[src/verilog/dbio_consts.svh]
`ifndef DBIO_CONSTS_SVH
`define DBIO_CONSTS_SVH

// Register byte addresses
`define DBIO_LOW_DATA_ADDR 12'h000
`define DBIO_LOW_DIR_ADDR 12'h004
`define DBIO_HIGH_DATA_ADDR 12'h008
`define DBIO_HIGH_DIR_ADDR 12'h00c
`define DBIO_MODE_ADDR 12'h010
`define DBIO_BUS_ADDR 12'h014
`define DBIO_BUS_DOUT_ADDR 12'h018
`define DBIO_BUS_DIN_ADDR 12'h01c

// Reset values: latch clear, every pin an input
`define DBIO_LATCH_RESET 8'h00
`define DBIO_DIR_RESET 8'hff
`define DBIO_MODE_RESET 2'h0
`define DBIO_MODE_W 2

// Mode codes
`define DBIO_MODE_MICROCTL 2'h0
`define DBIO_MODE_PROTECT 2'h1
`define DBIO_MODE_EXTCTL 2'h2
`define DBIO_MODE_MICROPROC 2'h3

// Bus control register fields
`define DBIO_BUS_DRIVE_BIT 0

// AXI responses
`define DBIO_RESP_OKAY 2'h0
`define DBIO_RESP_SLVERR 2'h2

`endif

[src/verilog/dbio_pkg.sv]
package dbio_pkg;
    typedef enum logic [1:0] {
        DBIO_MICROCTL,
        DBIO_PROTECT,
        DBIO_EXTCTL,
        DBIO_MICROPROC
    } dbio_mode_t;
endpackage

[src/verilog/dbio_pin_byte.sv]
`timescale 1ns/1ps
`include "dbio_consts.svh"

// One 8-pin port: latch, direction, pin steering and bus override
module dbio_pin_byte #(
    parameter int WIDTH = 8
) (
    input wire logic mclk_in,
    input wire logic reset_in,
    input wire logic latch_we_in,
    input wire logic dir_we_in,
    input wire logic [WIDTH-1:0] wdata_in,
    input wire logic bus_mode_in,
    input wire logic bus_drive_in,
    input wire logic [WIDTH-1:0] bus_dout_in,
    input wire logic [WIDTH-1:0] pin_in,
    output logic [WIDTH-1:0] pin_out,
    output logic [WIDTH-1:0] pin_oe_n_out,
    output logic [WIDTH-1:0] latch_out,
    output logic [WIDTH-1:0] dir_out,
    output logic [WIDTH-1:0] level_out
);
    logic [WIDTH-1:0] latch_reg;
    logic [WIDTH-1:0] dir_reg;
    logic [WIDTH-1:0] level_reg;
    logic [WIDTH-1:0] pin_reg;
    logic [WIDTH-1:0] oe_n_reg;
    wire logic [WIDTH-1:0] pin_next;
    wire logic [WIDTH-1:0] oe_n_next;

    if (WIDTH != 8) begin : g_width_check
        $error("dbio_pin_byte serves 8-pin ports only");
    end

    // Bus takes the pins over, otherwise latch drives pins with dir 0
    assign pin_next = bus_mode_in ? bus_dout_in : latch_reg;
    assign oe_n_next = bus_mode_in ? {WIDTH{~bus_drive_in}} :
        dir_reg;

    always_ff @(posedge mclk_in or posedge reset_in) begin
        if (reset_in) begin
            latch_reg <= `DBIO_LATCH_RESET;
            dir_reg <= `DBIO_DIR_RESET;
        end else begin
            // Latch holds its value whatever the direction
            if (latch_we_in) begin
                latch_reg <= wdata_in;
            end
            if (dir_we_in) begin
                dir_reg <= wdata_in;
            end
        end
    end

    always_ff @(posedge mclk_in or posedge reset_in) begin
        if (reset_in) begin
            level_reg <= `DBIO_LATCH_RESET;
            pin_reg <= `DBIO_LATCH_RESET;
            oe_n_reg <= `DBIO_DIR_RESET;
        end else begin
            level_reg <= pin_in;
            pin_reg <= pin_next;
            oe_n_reg <= oe_n_next;
        end
    end

    assign pin_out = pin_reg;
    assign pin_oe_n_out = oe_n_reg;
    assign latch_out = latch_reg;
    assign dir_out = dir_reg;
    assign level_out = level_reg;
endmodule

[src/verilog/dbio_port.sv]
`timescale 1ns/1ps
`include "dbio_consts.svh"

// Operation
// - Low port: eight pins, per-pin direction
// - Low direction one input, zero output
// - High port: its own eight pins, direction
// - Low data read pins, write latch
// - High data read pins, write latch
// - Bus mode: low port carries low byte
// - Bus mode: high port carries high byte
// - Processor or extended mode selects bus
// - Other two modes: plain general I/O
module dbio_port
    import dbio_pkg::*;
#(
    parameter int ADDR_W = 12
) (
    input wire logic mclk_in,
    input wire logic reset_in,
    input wire logic [ADDR_W-1:0] s_axi_awaddr,
    input wire logic s_axi_awvalid,
    output logic s_axi_awready,
    input wire logic [31:0] s_axi_wdata,
    input wire logic [3:0] s_axi_wstrb,
    input wire logic s_axi_wvalid,
    output logic s_axi_wready,
    output logic [1:0] s_axi_bresp,
    output logic s_axi_bvalid,
    input wire logic s_axi_bready,
    input wire logic [ADDR_W-1:0] s_axi_araddr,
    input wire logic s_axi_arvalid,
    output logic s_axi_arready,
    output logic [31:0] s_axi_rdata,
    output logic [1:0] s_axi_rresp,
    output logic s_axi_rvalid,
    input wire logic s_axi_rready,
    input wire logic [7:0] low_port_pins_in,
    output logic [7:0] low_port_pins_out,
    output logic [7:0] low_port_pins_oe_n_out,
    input wire logic [7:0] high_port_pins_in,
    output logic [7:0] high_port_pins_out,
    output logic [7:0] high_port_pins_oe_n_out,
    output logic bus_active_out
);
    logic [ADDR_W-1:0] awaddr_reg;
    logic aw_held_reg;
    logic [31:0] wdata_reg;
    logic [3:0] wstrb_reg;
    logic w_held_reg;
    logic bvalid_reg;
    logic [1:0] bresp_reg;
    logic rvalid_reg;
    logic [1:0] rresp_reg;
    logic [31:0] rdata_reg;
    dbio_mode_t mode_reg;
    logic drive_reg;
    logic [15:0] bus_dout_reg;

    wire logic [7:0] low_latch;
    wire logic [7:0] low_dir;
    wire logic [7:0] low_level;
    wire logic [7:0] high_latch;
    wire logic [7:0] high_dir;
    wire logic [7:0] high_level;

    // Register selection codes
    localparam logic [2:0] SEL_LOW_DATA = 3'h0;
    localparam logic [2:0] SEL_LOW_DIR = 3'h1;
    localparam logic [2:0] SEL_HIGH_DATA = 3'h2;
    localparam logic [2:0] SEL_HIGH_DIR = 3'h3;
    localparam logic [2:0] SEL_MODE = 3'h4;
    localparam logic [2:0] SEL_BUS_CTL = 3'h5;
    localparam logic [2:0] SEL_BUS_DOUT = 3'h6;
    localparam logic [2:0] SEL_BUS_DIN = 3'h7;

    // Wider addresses would alias onto the register map
    if (ADDR_W < 5 || ADDR_W > 12) begin : g_addr_check
        $error("dbio_port serves 5 to 12 address bits");
    end

    function automatic logic [2:0] reg_sel(input logic [ADDR_W-1:0] a);
        logic [11:0] w;
        w = 12'(a);
        if (w == `DBIO_LOW_DATA_ADDR) begin
            reg_sel = SEL_LOW_DATA;
        end else if (w == `DBIO_LOW_DIR_ADDR) begin
            reg_sel = SEL_LOW_DIR;
        end else if (w == `DBIO_HIGH_DATA_ADDR) begin
            reg_sel = SEL_HIGH_DATA;
        end else if (w == `DBIO_HIGH_DIR_ADDR) begin
            reg_sel = SEL_HIGH_DIR;
        end else if (w == `DBIO_MODE_ADDR) begin
            reg_sel = SEL_MODE;
        end else if (w == `DBIO_BUS_ADDR) begin
            reg_sel = SEL_BUS_CTL;
        end else if (w == `DBIO_BUS_DOUT_ADDR) begin
            reg_sel = SEL_BUS_DOUT;
        end else if (w == `DBIO_BUS_DIN_ADDR) begin
            reg_sel = SEL_BUS_DIN;
        end else begin
            reg_sel = SEL_LOW_DATA;
        end
    endfunction

    // Only aligned words up to the last register answer
    function automatic logic hit(input logic [ADDR_W-1:0] a);
        logic [11:0] w;
        w = 12'(a);
        hit = (w <= `DBIO_BUS_DIN_ADDR) && (w[1:0] == 2'h0);
    endfunction

    // Write channel: address and data taken in either order
    wire logic aw_take = s_axi_awvalid && s_axi_awready;
    wire logic w_take = s_axi_wvalid && s_axi_wready;
    assign s_axi_awready = !aw_held_reg && !bvalid_reg;
    assign s_axi_wready = !w_held_reg && !bvalid_reg;

    wire logic aw_have = aw_held_reg || aw_take;
    wire logic w_have = w_held_reg || w_take;
    wire logic [ADDR_W-1:0] wr_addr = aw_held_reg ? awaddr_reg : s_axi_awaddr;
    wire logic [31:0] wr_data = w_held_reg ? wdata_reg : s_axi_wdata;
    wire logic [3:0] wr_strb = w_held_reg ? wstrb_reg : s_axi_wstrb;
    wire logic wr_do = aw_have && w_have && !bvalid_reg;
    wire logic wr_hit = hit(wr_addr);
    wire logic [2:0] wr_sel = reg_sel(wr_addr);
    wire logic wr_lane0 = wr_do && wr_hit && wr_strb[0];
    wire logic wr_lane1 = wr_do && wr_hit && wr_strb[1];

    wire logic low_latch_we = wr_lane0 && (wr_sel == SEL_LOW_DATA);
    wire logic low_dir_we = wr_lane0 && (wr_sel == SEL_LOW_DIR);
    wire logic high_latch_we = wr_lane0 && (wr_sel == SEL_HIGH_DATA);
    wire logic high_dir_we = wr_lane0 && (wr_sel == SEL_HIGH_DIR);
    wire logic mode_we = wr_lane0 && (wr_sel == SEL_MODE);
    wire logic ctl_we = wr_lane0 && (wr_sel == SEL_BUS_CTL);
    wire logic dout_lo_we = wr_lane0 && (wr_sel == SEL_BUS_DOUT);
    wire logic dout_hi_we = wr_lane1 && (wr_sel == SEL_BUS_DOUT);

    // Processor and extended modes hand the pins to the bus
    wire logic bus_mode = (mode_reg == DBIO_MICROPROC) ||
        (mode_reg == DBIO_EXTCTL);

    // Address held until its data arrives
    always_ff @(posedge mclk_in or posedge reset_in) begin
        if (reset_in) begin
            aw_held_reg <= 1'b0;
            awaddr_reg <= '0;
        end else if (wr_do) begin
            aw_held_reg <= 1'b0;
        end else if (aw_take) begin
            aw_held_reg <= 1'b1;
            awaddr_reg <= s_axi_awaddr;
        end
    end

    // Data held until its address arrives
    always_ff @(posedge mclk_in or posedge reset_in) begin
        if (reset_in) begin
            w_held_reg <= 1'b0;
            wdata_reg <= '0;
            wstrb_reg <= '0;
        end else if (wr_do) begin
            w_held_reg <= 1'b0;
        end else if (w_take) begin
            w_held_reg <= 1'b1;
            wdata_reg <= s_axi_wdata;
            wstrb_reg <= s_axi_wstrb;
        end
    end

    // Write response
    always_ff @(posedge mclk_in or posedge reset_in) begin
        if (reset_in) begin
            bvalid_reg <= 1'b0;
            bresp_reg <= `DBIO_RESP_OKAY;
        end else if (wr_do) begin
            bvalid_reg <= 1'b1;
            bresp_reg <= wr_hit ? `DBIO_RESP_OKAY : `DBIO_RESP_SLVERR;
        end else if (s_axi_bready) begin
            bvalid_reg <= 1'b0;
        end
    end

    // Operating mode
    always_ff @(posedge mclk_in or posedge reset_in) begin
        if (reset_in) begin
            mode_reg <= DBIO_MICROCTL;
        end else if (mode_we) begin
            mode_reg <= dbio_mode_t'(wr_data[`DBIO_MODE_W-1:0]);
        end
    end

    // Bus drive enable
    always_ff @(posedge mclk_in or posedge reset_in) begin
        if (reset_in) begin
            drive_reg <= 1'b0;
        end else if (ctl_we) begin
            drive_reg <= wr_data[`DBIO_BUS_DRIVE_BIT];
        end
    end

    // Bus output data, one lane per byte strobe
    always_ff @(posedge mclk_in or posedge reset_in) begin
        if (reset_in) begin
            bus_dout_reg <= '0;
        end else begin
            if (dout_lo_we) begin
                bus_dout_reg[7:0] <= wr_data[7:0];
            end
            if (dout_hi_we) begin
                bus_dout_reg[15:8] <= wr_data[15:8];
            end
        end
    end

    // Read channel
    assign s_axi_arready = !rvalid_reg;
    wire logic ar_take = s_axi_arvalid && s_axi_arready;
    wire logic rd_hit = hit(s_axi_araddr);
    wire logic [2:0] rd_sel = reg_sel(s_axi_araddr);

    // Read data by register; unmapped addresses read zero
    function automatic logic [31:0] rd_mux(input logic [2:0] sel);
        if (sel == SEL_LOW_DATA) begin
            rd_mux = {24'h00_0000, low_level};
        end else if (sel == SEL_LOW_DIR) begin
            rd_mux = {24'h00_0000, low_dir};
        end else if (sel == SEL_HIGH_DATA) begin
            rd_mux = {24'h00_0000, high_level};
        end else if (sel == SEL_HIGH_DIR) begin
            rd_mux = {24'h00_0000, high_dir};
        end else if (sel == SEL_MODE) begin
            rd_mux = {30'h0, mode_reg};
        end else if (sel == SEL_BUS_CTL) begin
            rd_mux = {30'h0, bus_mode, drive_reg};
        end else if (sel == SEL_BUS_DOUT) begin
            rd_mux = {16'h0000, bus_dout_reg};
        end else begin
            rd_mux = {16'h0000, high_level, low_level};
        end
    endfunction

    wire logic [31:0] rd_word = rd_hit ? rd_mux(rd_sel) : 32'h0000_0000;

    always_ff @(posedge mclk_in or posedge reset_in) begin
        if (reset_in) begin
            rvalid_reg <= 1'b0;
            rresp_reg <= `DBIO_RESP_OKAY;
            rdata_reg <= '0;
        end else begin
            if (ar_take) begin
                rvalid_reg <= 1'b1;
                rdata_reg <= rd_word;
                rresp_reg <= rd_hit ? `DBIO_RESP_OKAY : `DBIO_RESP_SLVERR;
            end else if (s_axi_rready) begin
                rvalid_reg <= 1'b0;
            end
        end
    end

    assign s_axi_bvalid = bvalid_reg;
    assign s_axi_bresp = bresp_reg;
    assign s_axi_rvalid = rvalid_reg;
    assign s_axi_rdata = rdata_reg;
    assign s_axi_rresp = rresp_reg;
    assign bus_active_out = bus_mode;

    dbio_pin_byte #(.WIDTH(8)) u_low (
        .mclk_in(mclk_in),
        .reset_in(reset_in),
        .latch_we_in(low_latch_we),
        .dir_we_in(low_dir_we),
        .wdata_in(wr_data[7:0]),
        .bus_mode_in(bus_mode),
        .bus_drive_in(drive_reg),
        .bus_dout_in(bus_dout_reg[7:0]),
        .pin_in(low_port_pins_in),
        .pin_out(low_port_pins_out),
        .pin_oe_n_out(low_port_pins_oe_n_out),
        .latch_out(low_latch),
        .dir_out(low_dir),
        .level_out(low_level)
    );

    dbio_pin_byte #(.WIDTH(8)) u_high (
        .mclk_in(mclk_in),
        .reset_in(reset_in),
        .latch_we_in(high_latch_we),
        .dir_we_in(high_dir_we),
        .wdata_in(wr_data[7:0]),
        .bus_mode_in(bus_mode),
        .bus_drive_in(drive_reg),
        .bus_dout_in(bus_dout_reg[15:8]),
        .pin_in(high_port_pins_in),
        .pin_out(high_port_pins_out),
        .pin_oe_n_out(high_port_pins_oe_n_out),
        .latch_out(high_latch),
        .dir_out(high_dir),
        .level_out(high_level)
    );
endmodule

[config.mk]
export PLATFORM = sky130hd
export DESIGN_NAME = dbio_port
export DESIGN_NICKNAME = d
export VERILOG_FILES = /design/src/verilog/dbio_pkg.sv /design/src/verilog/dbio_pin_byte.sv /design/src/verilog/dbio_port.sv
export VERILOG_INCLUDE_DIRS = /design/src /design/src/verilog
export SDC_FILE = /design/constraint.sdc
export NUM_CORES = 1
export LEC_CHECK = 0
export ABC_AREA = 1
export BUFFER_PORTS_ARGS = -buffer_cell sky130_fd_sc_hd__buf_2
export CAP_MARGIN = 20
export CORE_MARGIN = 2
export CORE_UTILIZATION = 35
export CTS_CLUSTER_DIAMETER = 120
export DETAILED_ROUTE_END_ITERATION = 16
export SLEW_MARGIN = 15
export SYNTH_ARGS = -nofsm -noshare
export SYNTH_HDL_FRONTEND = slang
export SYNTH_HIERARCHICAL = 1
export SYNTH_SLANG_ARGS = --single-unit
[constraint.sdc]
create_clock -name mclk_in -period 3.3 [get_ports mclk_in]
set_input_delay 0.33 -clock mclk_in [delete_from_list [all_inputs] [get_ports mclk_in]]
set_output_delay 0.33 -clock mclk_in [all_outputs]
set_load 0.05 [all_outputs]
==> impl_metrics.csv <==
group,metric,value,unit
worst_setup_path,cp_max_fo,11,
global_routing,grt_pass1_wl,28.95,mm
power,powerDensity,656.9,nW/um^2
place,portBuffers,120,
place,post-dp-hpwl,13.08,mm
die,die_x,147.2,microns
die,dieHeight,147.2,microns
drt,firstDrtPassIters,6,
die,start_util,35.60,%
synthesis,synth_edf_count,0,
sta,fin_skew,0.006309,ns
cts,htree_levels,4,
global_routing,globalRoute.busiestLayer,"met2",
drt,initialDrtViolationCount,333,
die,die_area,21670,sq um
synthesis,synth_ff_type,"dfrtp_1",
place,dp.cells,1266,
synthesis,yosysWarnings,6,
power,total_power,5742,uW
drt,via_per_inst,4.490,
worst_setup_path,endpoint_kind,"flop",
cts,cts_tree,"yes",
worst_setup_path,reg2reg_depth,11,
worst_hold_path,min_path_type,"input port to flop",
cts,cts_root_buf,"clkbuf_16",
synthesis,yosysTopAreaCell,"dfrtp_1",
synthesis,ys_ff_latch,151,
synthesis,netlist_top_cells_area,"dfrtp_1 (41%), nand2_1 (19%), dfstp_2 (12%)",
die,rows,52,
sta,hold_viol,0,
global_routing,grt_util_met2,25.65,%
drt,wl,17.86,mm
sta,maxSlewHeadroom,24.50,%
drt,wl_per_cell,13.67,microns
die,design.core.area,20170,sq um
synthesis,synth_area,7179,sq um
synthesis,yosysSeqAreaShare,53.19,%
worst_setup_path,critPathKind,"flop to flop",
cells_and_area,synthToLayoutAreaGrowth,21.75,%
sta,max_freq,0.3844,GHz
global_routing,use_met1,24.58,%
die,io_pins,157,
sta,setup_viol,0,
cts,clkTransAtPathRegs,0.06,ns
global_routing,grt_pass1_vias,5464,
synthesis,ys_async_sr_fraction,100.0,%
synthesis,synth_top_area_share,41.48,%
power,max-vdd-ir-drop,0.0005185,V
global_routing,antenna_found_initial,0,
sta,fin_tns_setup,0,ns
sta,rsz0062_at_grt,"false",
cells_and_area,nets,1107,
cts,worstSkewPairLatency,0.42,ns
drt,ant_nets,0,
drt,drc,0,
cells_and_area,finalNonFillerCells,1307,
place,gp_congestion,0.8542,
cells_and_area,fill_cells,2097,
worst_hold_path,holdPathStages,1,
cts,clock_path_buffers,2,
global_routing,grt_overflow,0,
cts,numCtsBuffers,17,
drt,vias,5869,
global_routing,grt_usage,17.15,%
cells_and_area,drive_above_1_share,23.63,%
synthesis,synth_cells,887,
worst_setup_path,crit_arrival,2.91,ns
cells_and_area,diodes,0,
sta,finalCritPeriodShare,78.82,%
global_routing,use_met3,4.286,%
power,leakagePower,0.004758,uW
sta,slew_violations,0,
synthesis,syn_avg_cell_area,8.094,sq um
worst_setup_path,worstSetupStartpointType,"flop",
run,cap_violations,0,
synthesis,synth.distinct_cells,37,
global_routing,grt_max_degree,64,
sta,period_minus_slack,2.601,ns
status,status,"completed",
cts,cts_sinks,151,
worst_setup_path,crit_required,3.61,ns
sta,max_slew.worst_pin.slew,1.121,ns
==> cells in the mapped netlist (6+ instances only) <==
master	number
o211ai_1	6
buf_6	11
nand2_1	366
nor2_1	46
o21ai_1	7
nand2_2	14
inv_1	85
o21ai_0	60
clkbuf_1	13
nand3_1	38
a21oi_1	20
dfstp_2	32
buf_4	18
dfrtp_1	119
o21ai_2	9
==> through the flow <==
| step | util [%] | instance area [sq um] | hold WS (ns) | worst slack [ns] |
|---|---|---|---|---|
| 2_1_floorplan | - | 7243 | 0.3614 | 0.4726 |
| 3_3_place_gp | 39.55 | 7976 | 0.2556 | 0.7906 |
| 3_5_place_dp | 39.68 | 8004 | 0.2605 | 0.7371 |
| 4_1_cts | 43.34 | 8741 | 0.0001108 | 0.7224 |
| 5_1_grt | 43.34 | 8741 | 0.002500 | 0.4388 |
| 6_report | 43.34 | 8741 | 0.02007 | 0.6988 |
==> worst max-delay path: stages, from the launching register on <==
cell and delay, ns:
dfrtp_1 0.46, buf_4 0.22, o31ai_4 0.28, nand3_2 0.18, nor2_4 0.17, nand2_1 0.12
nor2_1 0.16, inv_2 0.05, nor4_1 0.40, inv_1 0.27, nand2_1 0.12, nand2_1 0.05
==> cell families after synthesis <==
kind of cell | count (synthesis) | share of synthesized area, %
simple gates | 492 | 28.51
flops | 151 | 53.19
buf+inv | 135 | 9.394
compound gates | 103 | 8.086
mux | 5 | 0.7668
other cells | 1 | 0.05223
==> per-layer routing <==
layer / vias to the layer above / share of wire [%] / wire length, microns
li1: 2997 / - / -
met1: 2680 / 48 / 8599
met2: 174 / 44 / 7939
met3: 18 / 6.1 / 1095
met4: 0 / 1.3 / 226
met5: - / 0 / 0
==> worst paths after layout <==
path / start / to / slack [ns]
max in group asynchronous: reset_in / wdata_reg[13]$_DFFE_PP0P_ / 1.83
min in group asynchronous: reset_in / s_axi_rdata[0]$_DFFE_PP0P_ / 0.39
min: low_port_pins_in[5] / u_low/level_out[5]$_DFF_PP0_ / 0.02
max: aw_held_reg$_DFFE_PP0P_ / u_high/latch_out[4]$_DFFE_PP0P_ / 0.70
min reg2reg: u_high/dir_out[3]$_DFFE_PP1P_ / u_high/dir_out[3]$_DFFE_PP1P_ / 0.47
max reg2reg: aw_held_reg$_DFFE_PP0P_ / u_high/latch_out[4]$_DFFE_PP0P_ / 0.70
==> layout make-up <==
cell class / instances / area, sq um / area share [%]
flip-flops and latches: 151 / 3819 / 43.69
multi-input cells: 618 / 2750 / 31.46
repair buffers: 145 / 830.8 / 9.505
clock buffers: 20 / 446.7 / 5.110
inverters: 91 / 356.6 / 4.080
well taps: 270 / 337.8 / 3.865
clock inverters: 12 / 200.2 / 2.290
==> cell usage in the layout (no fill, tap or decap), types with 2 or more instances in the layout <==
cell type,netlist,layout
mux2_2,4,4
nor4_2,2,2
inv_8,2,2
inv_2,4,5
o21ai_2,9,9
clkbuf_16,0,17
clkinvlp_4,0,3
o211ai_1,6,6
clkinv_2,0,2
buf_2,2,120
or2_2,3,3
conb_1,1,18
clkinv_4,0,2
nand2_1,366,366
nor3_1,4,4
bufinv_16,0,5
dlygate4sd3_1,0,9
nor2_1,46,46
inv_1,85,84
or2_0,4,4
dfrtp_1,119,119
dfstp_2,32,32
nand2_2,14,14
o21ai_0,60,60
buf_4,18,15
clkbuf_1,13,2
nand4_1,4,4
o21ai_1,7,7
nor2_2,2,2
a21oi_1,20,20
nand3_1,38,38
==> power breakdown <==
part	internal, uW	switching (uW)
Sequential	2140	156
Combinational	373	954
Clock	1360	761
Total	3870	1870
==> what timing repair did <==
action	4_1_cts	5_1_grt
hold endpoints to repair	24	0
hold buffers	9	0
gates resized for setup	0	0
setup buffers	0	0
Note: power is estimated with default switching activity, not from simulation.
